### src/hdl/dipim_map.vh
// Register map, field positions, reset values and timing for the process image block.
`ifndef DIPIM_MAP_VH
`define DIPIM_MAP_VH

`define DIPIM_ADDR_W 6
`define DIPIM_OFS_IN_IMAGE 6'h00
`define DIPIM_OFS_OUT_IMAGE 6'h04
`define DIPIM_OFS_DIAG 6'h08
`define DIPIM_OFS_IRQ_STAT 6'h0C
`define DIPIM_OFS_IRQ_MASK 6'h10
`define DIPIM_OFS_CTRL 6'h14

`define DIPIM_OUT_RST 16'h0000
`define DIPIM_MASK_RST 32'h00000000
`define DIPIM_CTRL_RST 32'h00000000

// Diagnostic byte 0 (bits 15..8 of the diagnostic word).
`define DIPIM_DG_SENSOR_UV 15
`define DIPIM_DG_INIT_SUPPLY 14
`define DIPIM_DG_SUPPLY_24V 13
`define DIPIM_DG_COMM_UV 12
// Diagnostic byte 1 (bits 7..0 of the diagnostic word).
`define DIPIM_DG_IO_UNCONF 3
`define DIPIM_DG_ERR_HANDLING 2
`define DIPIM_DG_TYPE_UNKNOWN 1
`define DIPIM_DG_SHORT_CIRCUIT 0
`define DIPIM_DG_VALID_MASK 16'hF00F

// Interrupt status bits.
`define DIPIM_IRQ_DIAG_RISE 0
`define DIPIM_IRQ_IN_CHANGE 1
`define DIPIM_IRQ_OUT_APPLIED 2
`define DIPIM_IRQ_W 3

// Control bits.
`define DIPIM_CTRL_FREEZE_IN 0

`define DIPIM_RESP_OKAY 2'b00
`define DIPIM_RESP_SLVERR 2'b10

`define DIPIM_CLK_NS 50

`endif

### src/hdl/dipim_slot_map.v
// Maps sixteen per-slot signals to and from the big-endian process word.
`timescale 1ns/1ps
module dipim_slot_map #(
    parameter SLOTS = 4
) (
    input wire [4*SLOTS-1:0] slot_bits, // Slot-ordered nibbles, slot a lowest
    output wire [4*SLOTS-1:0] word_bits // Process word, bit 15 is byte 0 bit 7
);
    // Word nibble order, high to low: slot b, slot a, slot d, slot c.
    // Within a nibble bit 3..0 is terminal 2.4, 1.4, 2.1, 1.1 and LED 4..1.
    genvar g;
    generate
        for (g = 0; g < SLOTS; g = g + 1) begin : g_nib
            localparam integer SRC = (g == 0) ? 2 : (g == 1) ? 3 :
                                     (g == 2) ? 0 : 1;
            assign word_bits[4*g+3:4*g] = slot_bits[4*SRC+3:4*SRC];
        end
    endgenerate
endmodule // dipim_slot_map

### src/hdl/dipim_irq.v
// Sticky interrupt status with write-one-to-clear and a mask.
`timescale 1ns/1ps
`include "dipim_map.vh"
module dipim_irq #(
    parameter W = `DIPIM_IRQ_W
) (
    input wire aclk, // Clock
    input wire aresetn, // Synchronous reset, active low
    input wire [W-1:0] event_set, // One-cycle event pulses
    input wire [W-1:0] clear_bits, // Write-one-to-clear pulses
    input wire [W-1:0] mask, // Enable per status bit
    output reg [W-1:0] status_r, // Sticky status
    output reg irq_r // Level interrupt
);
    wire [W-1:0] status_nxt;
    // An event in the clearing cycle survives the clear.
    assign status_nxt = (status_r & ~clear_bits) | event_set;

    always @(posedge aclk) begin
        if (!aresetn) begin
            status_r <= {W{1'b0}};
            irq_r <= 1'b0;
        end else begin
            status_r <= status_nxt;
            irq_r <= |(status_nxt & mask);
        end
    end
endmodule // dipim_irq

### src/hdl/dipim_top.v
// Digital I/O process image with diagnostic word and AXI4-Lite registers.
`timescale 1ns/1ps
`include "dipim_map.vh"
module dipim_top #(
    parameter AW = `DIPIM_ADDR_W
) (
    input wire aclk, // Clock, 20 MHz
    input wire aresetn, // Synchronous reset, active low
    input wire [AW-1:0] s_axi_awaddr, // Write address
    input wire [2:0] s_axi_awprot, // Write protection, unused
    input wire s_axi_awvalid, // Write address valid
    output reg s_axi_awready, // Write address ready
    input wire [31:0] s_axi_wdata, // Write data
    input wire [3:0] s_axi_wstrb, // Write byte strobes
    input wire s_axi_wvalid, // Write data valid
    output reg s_axi_wready, // Write data ready
    output reg [1:0] s_axi_bresp, // Write response
    output reg s_axi_bvalid, // Write response valid
    input wire s_axi_bready, // Write response ready
    input wire [AW-1:0] s_axi_araddr, // Read address
    input wire [2:0] s_axi_arprot, // Read protection, unused
    input wire s_axi_arvalid, // Read address valid
    output reg s_axi_arready, // Read address ready
    output reg [31:0] s_axi_rdata, // Read data
    output reg [1:0] s_axi_rresp, // Read response
    output reg s_axi_rvalid, // Read data valid
    input wire s_axi_rready, // Read data ready
    input wire [15:0] input_slots, // Inputs: [3:0] slot a .. [15:12] slot d
    output reg [15:0] output_slots, // Outputs: [3:0] slot a .. slot d
    output reg [15:0] output_leds, // Output indicators, same order
    output reg [15:0] input_leds, // Input indicators, same order
    input wire sensor_supply_uv, // Sensor supply undervoltage
    input wire initiator_supply_fault, // Initiator supply fault
    input wire supply_24v_fault, // 24 V supply fault
    input wire logic_comm_power_uv, // Communications power undervoltage
    input wire io_unconfigured, // I/O not configured or unknown
    input wire error_handling_active, // Error handling active
    input wire module_type_unknown, // Module type unknown
    input wire output_short, // Digital output short circuit
    output reg irq // Level interrupt, unmasked status set
);
    localparam [`DIPIM_IRQ_W-1:0] IRQ_ZERO = 3'h0;

    reg [15:0] out_word_r;
    reg [15:0] in_word_r;
    reg [15:0] diag_r;
    reg [15:0] in_slots_r;
    reg [`DIPIM_IRQ_W-1:0] mask_r;
    reg [31:0] ctrl_r;
    reg [AW-1:0] awaddr_r;
    reg [31:0] wdata_r;
    reg [3:0] wstrb_r;
    reg aw_held_r;
    reg w_held_r;
    reg out_applied_r;
    reg [15:0] in_word_prev_r;
    reg [15:0] diag_prev_r;
    reg [`DIPIM_IRQ_W-1:0] clear_nxt;
    reg [`DIPIM_IRQ_W-1:0] event_nxt;
    reg [31:0] rd_nxt;
    reg [1:0] rresp_nxt;
    wire [15:0] in_word_nxt;
    wire [15:0] out_slots_nxt;
    wire [15:0] diag_nxt;
    wire [15:0] readback_word;
    wire [`DIPIM_IRQ_W-1:0] irq_status;
    wire irq_level;
    wire wr_fire;
    wire rd_fire;
    wire [AW-1:0] wr_addr;
    wire [31:0] wr_data;
    wire [3:0] wr_strb;

    dipim_slot_map #(
        .SLOTS(4)
    ) u_in_map (
        .slot_bits(in_slots_r),
        .word_bits(in_word_nxt)
    );

    // output slot order
    // The permutation swaps nibble pairs, so it is its own inverse.
    dipim_slot_map #(
        .SLOTS(4)
    ) u_out_map (
        .slot_bits(out_word_r),
        .word_bits(out_slots_nxt)
    );

    // readback of applied outputs
    // Readback is taken from the output pins rather than the written word,
    // so software sees a value only once it actually drives the terminals.
    // The same nibble swap turns the slot order back into word order.
    dipim_slot_map #(
        .SLOTS(4)
    ) u_rb_map (
        .slot_bits(output_slots),
        .word_bits(readback_word)
    );

    assign diag_nxt = {sensor_supply_uv, initiator_supply_fault,
                       supply_24v_fault, logic_comm_power_uv,
                       8'h00,
                       io_unconfigured, error_handling_active,
                       module_type_unknown, output_short};

    // Write address and data may arrive in either order; each is held
    // until both are present, then the register is written once.
    assign wr_addr = aw_held_r ? awaddr_r : s_axi_awaddr;
    assign wr_data = w_held_r ? wdata_r : s_axi_wdata;
    assign wr_strb = w_held_r ? wstrb_r : s_axi_wstrb;
    assign wr_fire = (aw_held_r | (s_axi_awvalid & s_axi_awready)) &
                     (w_held_r | (s_axi_wvalid & s_axi_wready)) &
                     ~s_axi_bvalid;
    assign rd_fire = s_axi_arvalid & s_axi_arready;

    always @* begin
        clear_nxt = IRQ_ZERO;
        if (wr_fire && wr_addr == `DIPIM_OFS_IRQ_STAT && wr_strb[0]) begin
            clear_nxt = wr_data[`DIPIM_IRQ_W-1:0];
        end
        event_nxt = IRQ_ZERO;
        event_nxt[`DIPIM_IRQ_DIAG_RISE] = |(diag_r & ~diag_prev_r);
        event_nxt[`DIPIM_IRQ_IN_CHANGE] = |(in_word_r ^ in_word_prev_r);
        event_nxt[`DIPIM_IRQ_OUT_APPLIED] = out_applied_r;
    end

    dipim_irq #(
        .W(`DIPIM_IRQ_W)
    ) u_irq (
        .aclk(aclk),
        .aresetn(aresetn),
        .event_set(event_nxt),
        .clear_bits(clear_nxt),
        .mask(mask_r),
        .status_r(irq_status),
        .irq_r(irq_level)
    );

    // Read mux; unmapped offsets answer SLVERR with zero data.
    always @* begin
        rd_nxt = 32'h00000000;
        rresp_nxt = `DIPIM_RESP_OKAY;
        case (s_axi_araddr)
            `DIPIM_OFS_IN_IMAGE: begin
                rd_nxt = {readback_word, in_word_r};
            end
            `DIPIM_OFS_OUT_IMAGE: begin
                rd_nxt = {16'h0000, out_word_r};
            end
            `DIPIM_OFS_DIAG: begin
                rd_nxt = {16'h0000, diag_r};
            end
            `DIPIM_OFS_IRQ_STAT: begin
                rd_nxt = {29'h00000000, irq_status};
            end
            `DIPIM_OFS_IRQ_MASK: begin
                rd_nxt = {29'h00000000, mask_r};
            end
            `DIPIM_OFS_CTRL: begin
                rd_nxt = ctrl_r;
            end
            default: begin
                rresp_nxt = `DIPIM_RESP_SLVERR;
            end
        endcase
    end

    always @(posedge aclk) begin
        if (!aresetn) begin
            s_axi_awready <= 1'b0;
            s_axi_wready <= 1'b0;
            s_axi_bvalid <= 1'b0;
            s_axi_bresp <= `DIPIM_RESP_OKAY;
            s_axi_arready <= 1'b0;
            s_axi_rvalid <= 1'b0;
            s_axi_rresp <= `DIPIM_RESP_OKAY;
            s_axi_rdata <= 32'h00000000;
            aw_held_r <= 1'b0;
            w_held_r <= 1'b0;
            awaddr_r <= {AW{1'b0}};
            wdata_r <= 32'h00000000;
            wstrb_r <= 4'h0;
            out_word_r <= `DIPIM_OUT_RST;
            mask_r <= IRQ_ZERO;
            ctrl_r <= `DIPIM_CTRL_RST;
            out_applied_r <= 1'b0;
        end else begin
            out_applied_r <= 1'b0;
            s_axi_awready <= ~aw_held_r & ~s_axi_awready &
                             ~(s_axi_awvalid & s_axi_awready) &
                             ~s_axi_bvalid & s_axi_awvalid;
            s_axi_wready <= ~w_held_r & ~s_axi_wready &
                            ~(s_axi_wvalid & s_axi_wready) &
                            ~s_axi_bvalid & s_axi_wvalid;
            if (s_axi_awvalid && s_axi_awready && !wr_fire) begin
                aw_held_r <= 1'b1;
                awaddr_r <= s_axi_awaddr;
            end
            if (s_axi_wvalid && s_axi_wready && !wr_fire) begin
                w_held_r <= 1'b1;
                wdata_r <= s_axi_wdata;
                wstrb_r <= s_axi_wstrb;
            end
            if (wr_fire) begin
                aw_held_r <= 1'b0;
                w_held_r <= 1'b0;
                s_axi_bvalid <= 1'b1;
                s_axi_bresp <= `DIPIM_RESP_OKAY;
                case (wr_addr)
                    `DIPIM_OFS_OUT_IMAGE: begin
                        if (wr_strb[0]) begin
                            out_word_r[7:0] <= wr_data[7:0];
                        end
                        if (wr_strb[1]) begin
                            out_word_r[15:8] <= wr_data[15:8];
                        end
                        out_applied_r <= wr_strb[0] | wr_strb[1];
                    end
                    `DIPIM_OFS_IRQ_MASK: begin
                        if (wr_strb[0]) begin
                            mask_r <= wr_data[`DIPIM_IRQ_W-1:0];
                        end
                    end
                    `DIPIM_OFS_CTRL: begin
                        if (wr_strb[0]) begin
                            ctrl_r[0] <= wr_data[`DIPIM_CTRL_FREEZE_IN];
                        end
                    end
                    `DIPIM_OFS_IRQ_STAT, `DIPIM_OFS_IN_IMAGE,
                    `DIPIM_OFS_DIAG: begin
                        s_axi_bresp <= `DIPIM_RESP_OKAY;
                    end
                    default: begin
                        s_axi_bresp <= `DIPIM_RESP_SLVERR;
                    end
                endcase
            end else if (s_axi_bvalid && s_axi_bready) begin
                s_axi_bvalid <= 1'b0;
            end
            s_axi_arready <= ~s_axi_arready & ~s_axi_rvalid & s_axi_arvalid;
            if (rd_fire) begin
                s_axi_rvalid <= 1'b1;
                s_axi_rdata <= rd_nxt;
                s_axi_rresp <= rresp_nxt;
            end else if (s_axi_rvalid && s_axi_rready) begin
                s_axi_rvalid <= 1'b0;
            end
        end
    end

    // Process-side registers: sampled inputs, diagnostics, pins.
    always @(posedge aclk) begin
        if (!aresetn) begin
            in_slots_r <= 16'h0000;
            in_word_r <= 16'h0000;
            in_word_prev_r <= 16'h0000;
            diag_r <= 16'h0000;
            diag_prev_r <= 16'h0000;
            output_slots <= 16'h0000;
            output_leds <= 16'h0000;
            input_leds <= 16'h0000;
            irq <= 1'b0;
        end else begin
            // inputs refreshed
            // Freeze holds a consistent snapshot while software reads it.
            if (!ctrl_r[`DIPIM_CTRL_FREEZE_IN]) begin
                in_slots_r <= input_slots;
                in_word_r <= in_word_nxt;
            end
            in_word_prev_r <= in_word_r;
            diag_r <= diag_nxt & `DIPIM_DG_VALID_MASK;
            diag_prev_r <= diag_r;
            output_slots <= out_slots_nxt;
            output_leds <= out_slots_nxt;
            input_leds <= input_slots;
            irq <= irq_level;
        end
    end
endmodule // dipim_top

### config.mk
export PLATFORM = sky130hd
export DESIGN_NAME = dipim_top
export DESIGN_NICKNAME = d
export VERILOG_FILES = /design/src/hdl/dipim_slot_map.v /design/src/hdl/dipim_irq.v /design/src/hdl/dipim_top.v
export VERILOG_INCLUDE_DIRS = /design/src /design/src/hdl
export SDC_FILE = /design/constraint.sdc
export NUM_CORES = 1
export LEC_CHECK = 0
export ABC_AREA = 1
export BUFFER_PORTS_ARGS = -buffer_cell sky130_fd_sc_hd__buf_2
export CORE_AREA = 3 3 159 99
export CTS_CLUSTER_SIZE = 25
export DETAILED_ROUTE_END_ITERATION = 10
export DIE_AREA = 0 0 162 102
export GPL_ROUTABILITY_DRIVEN = 0
export GPL_TIMING_DRIVEN = 0
export PLACE_DENSITY = 0.75
export SYNTH_ARGS = -nofsm -noshare
export SYNTH_HDL_FRONTEND = slang
export SYNTH_SLANG_ARGS = --single-unit
### constraint.sdc
create_clock -name aclk -period 2 [get_ports aclk]
set_input_delay 0.1 -clock aclk [delete_from_list [all_inputs] [get_ports aclk]]
set_output_delay 0.1 -clock aclk [all_outputs]
set_load 0.05 [all_outputs]
==> metrics.md, run 1 <==
| Metric | Value |
|---|---|
| Avg WL per Cell | roughly 15 microns |
| Crit. End Element | flop |
| Largest net degree at the start of global routing | 17 |
| Fmax | 535 MHz |
| Max incr delay on CP | roughly 460 ps |
| Chip width | 162 microns |
| CTS resizes | 0 |
| Hold Crit Class | input port to flop |
| Fin crit period | approximately 1900 ps |
| RSZ-0062 raised after global routing | false |
| Hold slack | just under 80 ps |
| Total Neg Setup Slack | 0 ps |
| Total GRT Usage | roughly 25% |
| CP dominant cell by count | nand2_1 |
| WP buf/inv | 2 |
| PwrDens | ~850 nW/um^2 |
| Layout cells sized above 1 | about 21% |
| CP Class | flop to flop |
| Total design power | 7960 uW |
| Clock buffer depth | 2 |
| Die area | 16500 sq um |
| Top cell family by delay on the critical path | simple AND/OR/NAND/NOR gates |
| Max cap viols | 0 |
| Slowest CP cell | nor3_2 |
| Core Area | between 10000 and 15000 sq um |
| Syn Area/Cell | a little under 8 sq um |
| Seq/Total Area, Yosys | just over 50% |
| Nets@finish | between 1000 and 1500 |
| Worst vdd ir | 0.660 mV |
| Starting Density | 50.1% |
| Asr flop ratio synth | 0% |
| Vias in the first global route | slightly above 6000 |
| Post-DP HPWL | approximately 15 mm |
| CP required | roughly 2300 ps |
| DRT Pass-1 Iters | 6 |
| Max Clock Skew | between 10 and 15 ps |
| Setup Fix Bufs, Post-CTS | 0 |
| CTS H-Tree Depth | 4 |
| Detailed-route wire length | between 20 and 25 mm |
| Synth area leader | dfxtp_1 |
| Final period util | ~93% |
| Leak Pwr | ~0.0047 uW |
| Top FF cell, synth | dfxtp_1 |
| Post-synth top cells | nand2_1, dfxtp_1, nor2_1 |
| Rows | 34 |
| Number of port buffers | between 100 and 150 |
| Outcome | finished, final reports clean |
| Residual DRC | 0 |
| CP cell instances | nand2_1 > nor3_2 > nand2_1 > inv_2 > buf_4 > nand2_1 > a31oi_1 |
| Final setup fails | 0 |
| DP Worst Slack | roughly 220 ps |
| EDFF count, synth | 0 |
| Via density | ~4.9 |
| Crit start category | flop |
| Initial antenna violation count | 0 |
| Global-route wire length before repair | 32.3 mm |
| Vias | 6709 |
| Clock latency on the worst-skew pair | 420 ps |
| Synth Cell Area | ~7200 sq um |
| Layout area overhead | 29.3% |
| Worst-path clk slew | ~70 ps |
| Worst-path fanout max | 10 |
| DIE HEIGHT | a little over 100 microns |
| TritonCTS Buffers | 17 |
| Final Worst Setup Slack | 130 ps |
| Max Slew Vio Count | 0 |
| Number of synthesis warnings | 0 |
| Synth area leaders | dfxtp_1, nand2_1, nor2_1, inv_1, o21ai_0 |
| Clock sink total | 187 |
| CTS Root Cell | clkbuf_16 |
| Max-slew headroom | between 40% and 50% |
| Critical Path AT | approximately 2200 ps |
| CTS tree | yes |
| Top-count cell post-synth | nand2_1 |
| Antenna viol nets, final | 0 |
| Worst Tran Pin Value | approximately 800 ps |
| Endpoints failing hold | 0 |
| Drt initial violations | slightly below 800 |
| # IOs | 175 |
| Ant. Diodes | 0 |
| Overflow after GRT | 0 |
| Yosys reg bits | approximately 190 |
| Post-synth top area share | about half |
| Syn Inst Count | between 900 and 1000 |
| Netlist cell types | 38 |
-- cell families after synthesis --
logic type / count (synthesis) / synth area share (%)
AOI/OAI and AO/OA: 155 / 11.7
other: 1 / 0.0520
xor gates and xnor gates: 12 / 1.46
muxes: 13 / 1.81
DFF: 187 / 51.9
and+or+nand+nor: 381 / 22.0
buffers and inverters: 184 / 11.1
-- area by class of cell --
class                           instances  area (sq um)
Fill cell                            1212          5060
Sequential cell                       187          3740
Multi-Input combinational cell        563          2670
Timing Repair Buffer                  201          1270
Inverter                              127           477
Clock buffer                           20           457
Buffer                                 57           320
Tap cell                              198           248
Clock inverter                         12           135
-- through the flow --
step                      cell area (sq um)  utilization (%)  std cells
after detailed placement               8200             57.0       1280
after global placement                 8200             57.0       1280
final                                  9320             64.8       1365
after floorplan                        7210                -        934
after CTS                              9320             64.8       1365
after global routing                   9320             64.8       1365
-- per-layer routing --
metal	track usage, %	part of all wire [%]	up-vias
met3	4.90	10	21
met1	36.9	47	3044
li1	-	-	3340
met2	37.7	41	304
met4	5.18	0.87	0
met5	0	0	-
-- worst min-delay path, delay by kind of cell --
family	cells	cell delay, ps
AOI/OAI and AO/OA	1	90
buffers and inverters	2	250
-- final timing paths --
kind | start | end | slack (ps) | depth (start not counted)
min | aresetn | out_applied_r | 80 | 3
max | s_axi_arready | s_axi_rdata[11] | 130 | 7
min reg2reg | in_word_r[3] | in_word_prev_r[3] | 420 | 2
max reg2reg | s_axi_arready | s_axi_rdata[11] | 130 | 7
-- registers in the layout (all words and copies together), names as in the netlist, 2 cells and up --
| register | cells |
|---|---|
| s_axi_rdata | 32 |
| in_slots_r | 16 |
| in_word_prev_r | 16 |
| in_word_r | 16 |
| input_leds | 16 |
| out_word_r | 16 |
| output_leds | 16 |
| wdata_r | 16 |
| diag_prev_r | 8 |
| diag_r | 8 |
| awaddr_r | 6 |
| mask_r | 3 |
| u_irq.status_r | 3 |
| wstrb_r | 2 |
-- layout by cell type (no fill, tap or decap), types with 5 or more instances in the layout --
cell type and count:
nand2_1 210, dfxtp_1 187, buf_2 152, nor2_1 119
inv_1 118, o21ai_0 72, dlygate4sd3_1 53, a21oi_1 51
clkbuf_1 25, buf_4 21, nand3_1 20, clkbuf_16 17
mux2i_1 13, xnor2_1 12, inv_2 9, or2_2 7
o22ai_1 7, nand4_1 7, a31oi_1 7, buf_1 5
a21oi_2 5
-- where the power goes --
group | switching, uW | internal, uW | total [uW]
Clock | 1460 | 1920 | 3380
Sequential | 61.9 | 3830 | 3900
Combinational | 437 | 251 | 689
-- what timing repair did --
item	4_1_cts	5_1_grt
hold buffers	53	0
endpoints found under the hold margin	69	0
setup endpoints to repair	0	0
(Power assumes the default switching activity.)
==> run 2, diff against run 1 <==
--- a/config.mk
+++ b/config.mk
@@ -14,7 +14,7 @@
 export DIE_AREA = 0 0 162 102
 export GPL_ROUTABILITY_DRIVEN = 0
 export GPL_TIMING_DRIVEN = 0
-export PLACE_DENSITY = 0.75
+export PLACE_DENSITY = 0.78
 export SYNTH_ARGS = -nofsm -noshare
 export SYNTH_HDL_FRONTEND = slang
 export SYNTH_SLANG_ARGS = --single-unit
==> run 2 against run 1 <==
Via count shrank 0.51%. Register-to-register slack gained 50 ps. Critical endpoint is now s_axi_rdata[25]. Largest power group unchanged. Critical path type unchanged. Die area is the same. Sequential power is essentially flat.
==> metrics.md, run 2 (synthesis results as in run 1) <==
| Metric | Value |
|---|---|
| Max FFs per register | 32 |
| Max cap viols | 0 |
| DIE HEIGHT | between 100 and 150 microns |
| Initial antenna violation count | 0 |
| Crit. End Element | flop |
| Outcome | finished, final reports clean |
| CP dominant cell by count | nand2_1 |
| CP required | 2350 ps |
| Post-placement cell area | 8200 sq um |
| Clock sink total | 187 |
| Final Instance Area | around 9300 sq um |
| Worst Tran Pin Value | 858 ps |
| Rows | 34 |
| Nets@finish | 1239 |
| Fin crit period | 1820 ps |
| Avg WL per Cell | around 15 microns |
| Final setup fails | 0 |
| # IOs | 175 |
| Endpoints failing hold | 0 |
| Drt initial violations | just under 700 |
| Sequential share of power | between 40% and 50% |
| Clock network fraction of design power | between 40 and 50% |
| Crit start category | flop |
| Total Neg Setup Slack | 0 ps |
| Internal power | 6070 uW |
| Via density | around 4.9 |
| Post-DP HPWL | 14.7 mm |
| Ant. Diodes | 0 |
| CTS H-Tree Depth | 4 |
| Starting Density | roughly 50% |
| Global-route wire length before repair | 31.3 mm |
| Max incr delay on CP | 430 ps |
| Switching Share | 24.6% |
| Die area | 16500 sq um |
| Max Clock Skew | between 10 and 15 ps |
| Slowest CP cell | nor3_2 |
| Residual DRC | 0 |
| Non-Filler Instances | around 1400 |
| Overflow after GRT | 0 |
| Max-slew headroom | 42.8% |
| Core Area | approximately 14000 sq um |
| Fmax | 548 MHz |
| Worst vdd ir | 0.833 mV |
| DRT Pass-1 Iters | 5 |
| TritonCTS Buffers | 17 |
| Critical Path AT | ~2200 ps |
| CTS Root Cell | clkbuf_16 |
| Antenna viol nets, final | 0 |
| Commonest non-fill, non-tap cell in the layout | nand2_1 |
| P_sw | approximately 2000 uW |
| CP Class | flop to flop |
| Total GRT Usage | between 20% and 30% |
| Leak Pwr | 0.00470 uW |
| Largest net degree at the start of global routing | 17 |
| Hold slack | 97.9 ps |
| Final period util | between 90% and 100% |
| Clock latency on the worst-skew pair | 430 ps |
| Clock buffer depth | 2 |
| Detailed-route wire length | between 20 and 25 mm |
| Combinational share of power | 8.5% |
| Vias in the first global route | 6052 |
| Most frequent cells in the layout | nand2_1, dfxtp_1, buf_2 |
| CTS tree | yes |
| RSZ-0062 raised after global routing | false |
| Hold Crit Class | input port to flop |
| Vias | roughly 6700 |
| Max Slew Vio Count | 0 |
| PwrDens | approximately 860 nW/um^2 |
| Dpl cells | 1280 |
| Number of port buffers | 148 |
| Largest Register | s_axi_rdata |
| Worst-path fanout max | 10 |
| Layout cells sized above 1 | about 21% |
| Layout area overhead | 29.4% |
| Worst-path clk slew | 70 ps |
| Chip width | ~160 microns |
| CP cell instances | nand2_1 > nor3_2 > nand2_1 > inv_2 > buf_4 > nand2_1 > a21oi_1 |
-- run 2: cell types whose count changed in the layout (fill, tap and decap cells not counted), sizes merged --
cell / change
bufinv: +1
clkinvlp: -1
clkbuf: -1
-- run 2: cell type report --
class | instances | area, sq um
Timing Repair Buffer | 201 | 1270
Buffer | 57 | 320
Fill cell | 1246 | 5050
Clock inverter | 12 | 164
Inverter | 127 | 477
Clock buffer | 19 | 433
Sequential cell | 187 | 3740
Multi-Input combinational cell | 563 | 2670
Tap cell | 198 | 248
-- run 2: worst paths after layout --
check,endpoint,slack (ps),from,depth (start not counted)
setup reg to reg,s_axi_rdata[25],180,s_axi_arready,7
hold reg to reg,irq,420,u_irq.irq_r,2
hold / removal,out_applied_r,100,aresetn,3
setup / recovery,s_axi_rdata[25],180,s_axi_arready,7
-- run 2: metal layers --
metal	up-vias	GRT usage (%)	routed length, microns
met2	284	36.5	8320
met5	-	0	0
li1	3334	-	-
met1	3033	35.5	9840
met4	0	7.34	244
met3	24	5.59	1860
-- run 2: metrics by stage --
step / power (uW) / util [%] / setup slack, ps
CTS: 8040 / 64.9 / 216
floorplan: 4350 / - / 211
global placement: 4550 / 57.0 / 257
finish: 8040 / 64.9 / 176
detailed placement: 4570 / 57.0 / 242
global route: 8270 / 64.9 / 40.2
-- run 2: power by group through the flow --
stage / combinational, uW / sequential (uW) / clock (uW)
2_1_floorplan: 302 / 4050 / 0
3_5_place_dp: 588 / 3980 / 0
6_report: 684 / 3900 / 3460
5_1_grt: 749 / 3910 / 3620
3_3_place_gp: 580 / 3970 / 0
4_1_cts: 670 / 3890 / 3470
-- run 2: timing repair --
action	CTS	global route
gates resized for setup	0	0
buffers inserted	0	0
hold buffers	53	0
endpoints found under the hold margin	69	0
-- run 2: critical path, delay by kind of cell, from the launching register on --
kind | cells | cell delay, ps
compound gates | 1 | 120
simple gates | 4 | 920
buf+inv | 2 | 360
flops | 1 | 350
==> run 3, diff against run 2 <==
--- a/config.mk
+++ b/config.mk
@@ -8,10 +8,10 @@
 export LEC_CHECK = 0
 export ABC_AREA = 1
 export BUFFER_PORTS_ARGS = -buffer_cell sky130_fd_sc_hd__buf_2
-export CORE_AREA = 3 3 159 99
+export CORE_AREA = 2 2 158 98
 export CTS_CLUSTER_SIZE = 25
 export DETAILED_ROUTE_END_ITERATION = 10
-export DIE_AREA = 0 0 162 102
+export DIE_AREA = 0 0 160 100
 export GPL_ROUTABILITY_DRIVEN = 0
 export GPL_TIMING_DRIVEN = 0
 export PLACE_DENSITY = 0.78
==> constraint.sdc (replaced) <==
create_clock -name aclk -period 1.7 [get_ports aclk]
set_input_delay 0.085 -clock aclk [delete_from_list [all_inputs] [get_ports aclk]]
set_output_delay 0.085 -clock aclk [all_outputs]
set_load 0.02 [all_outputs]
==> run 3 against run 2 <==
Combinational power grew 8.6%. Utilization is 1.5 points lower. Cell count is 0.66% higher. Count of clock-buffer cells in the layout up 2. Sequential power grew 18%. Die area down 3.2%. Largest cell class unchanged.
==> metrics.md, run 3 (synthesis results as in run 1) <==
| Metric | Value |
|---|---|
| CP Class | flop to flop |
| Vias | around 6700 |
| Worst Hold Path EP | out_applied_r |
| Max cap viols | 0 |
| Crit start category | flop |
| Crit. End Element | flop |
| Worst-path clk slew | roughly 70 ps |
| Vias in the first global route | just over 6000 |
| Total GRT Usage | roughly a quarter |
| Clock buffer depth | 2 |
| # IOs | 175 |
| Ant. Diodes | 0 |
| Worst Tran Pin Value | 760 ps |
| Antenna viol nets, final | 0 |
| DIE HEIGHT | ~100 microns |
| Avg WL per Cell | 14.6 microns |
| Number of port buffers | 148 |
| Rows | 35 |
| Final setup fails | 0 |
| Worst vdd ir | 0.811 mV |
| Overflow after GRT | 0 |
| Nets@finish | approximately 1200 |
| Worst r2r src | w_held_r |
| CTS tree | yes |
| # fillers | between 1000 and 1500 |
| Max Slew Vio Count | 0 |
| Drt initial violations | 640 |
| Die area | 16000 sq um |
| Critical Path AT | 1980 ps |
| Via density | approximately 4.9 |
| CP required | 1990 ps |
| Global-route wire length before repair | roughly 32 mm |
| Starting Density | between 40% and 50% |
| Fmax | a little under 600 MHz |
| Worst r2r path cells | 4 |
| Residual DRC | 0 |
| Initial antenna violation count | 0 |
| Reg2reg end | out_word_r[14] |
| TritonCTS Buffers | 17 |
| Max-slew headroom | approximately half |
| Commonest non-fill, non-tap cell in the layout | nand2_1 |
| CTS H-Tree Depth | 4 |
| Leak Pwr | around 0.0047 uW |
| Non-Filler Instances | around 1400 |
| Largest Register | s_axi_rdata |
| Outcome | finished, final reports clean |
| Largest net degree at the start of global routing | 17 |
| Hold Crit Class | input port to flop |
| Fin crit period | 1680 ps |
| Max FFs per register | 32 |
| Post-DP HPWL | ~14 mm |
| Worst-path fanout max | 10 |
| CTS Root Cell | clkbuf_16 |
| Core Area | about 15000 sq um |
| DRT Pass-1 Iters | 5 |
| Dpl cells | 1285 |
| Clock sink total | about 190 |
| Worst R2R Setup Slack | between 15 and 20 ps |
| Chip width | about 160 microns |
| Hold depth | 3 |
| Most frequent cells in the layout | nand2_1, dfxtp_1, buf_2 |
| Endpoints failing hold | 0 |
| Layout cells sized above 1 | about 22% |
| Layout area overhead | 30.1% |
| Final Util | 63.4% |
| PwrDens | 990 nW/um^2 |
| Clock latency on the worst-skew pair | about 430 ps |
| Detailed-route wire length | around 20 mm |
| Max Clock Skew | between 10 and 15 ps |
| Final period util | 99.1% |
| Min-delay src | aresetn |
run 3: cell count changes in the layout (fill, tap and decap cells not counted), moves of 2 or more:
cell	delta
mux2i_2	+3
buf_4	+3
mux2i_1	-3
inv_6	+3
clkinv_4	-2
inv_4	+2
o21ai_0	-2
run 3: cell type report:
type	instances	area (sq um)	share of cell area [%]
inverters	127	482	5.14
plain buffers	57	324	3.46
clock inverters	11	131	1.40
clock buffers	21	450	4.80
multi-input cells	563	2700	28.7
repair buffers	204	1290	13.8
well taps	203	254	2.71
flip-flops and latches	187	3750	40.0
run 3: metrics by stage:
stage / setup TNS [ps] / hold slack (ps) / setup slack, ps / power, uW / cell area, sq um
2_1_floorplan: 0 / 178 / 199 / 5050 / 7210
6_report: 0 / 72.5 / 15.8 / 9280 / 9380
3_3_place_gp: -489 / 274 / -51.0 / 5290 / 8210
5_1_grt: -1.68 / 75.6 / -1.68 / 9600 / 9380
4_1_cts: 0 / 51.5 / 5.86 / 9290 / 9340
3_5_place_dp: -2100 / 271 / -130 / 5300 / 8210
run 3: worst max-delay path: stages (launching register included):
cell	delay, ps
dfxtp_1	370
buf_2	270
clkbuf_4	310
mux2i_1	470
a21oi_1	120
run 3: report_power, final:
group	total, uW	internal [uW]	switching [uW]
clock	3960	2230	1730
sequential	4590	4510	75.1
combinational	743	302	441
run 3: worst max path at each step:
stage	from	end	slack [ps]
after CTS	aw_held_r	out_word_r[9]	6
final	w_held_r	out_word_r[14]	20
after global routing	aw_held_r	u_irq.irq_r	-2
after detailed placement	s_axi_arready	s_axi_rdata[22]	-130
after global placement	s_axi_arready	s_axi_rdata[10]	-50
after floorplan	s_axi_arready	s_axi_rdata[10]	200
run 3: what timing repair did:
action,in CTS,in global routing
setup buffers,2,1
hold buffers,53,0
hold endpoints to repair,70,0
endpoints found under the setup margin,26,53
pin swaps,1,3
resized for setup,1,16
run 3: metal layers:
metal	global-route usage [%]	vias to the layer above	wire, microns
met2	39.0	287	8390
met5	0	-	0
met1	36.2	3065	9310
met3	7.40	20	2180
met4	5.61	0	199
li1	-	3346	-
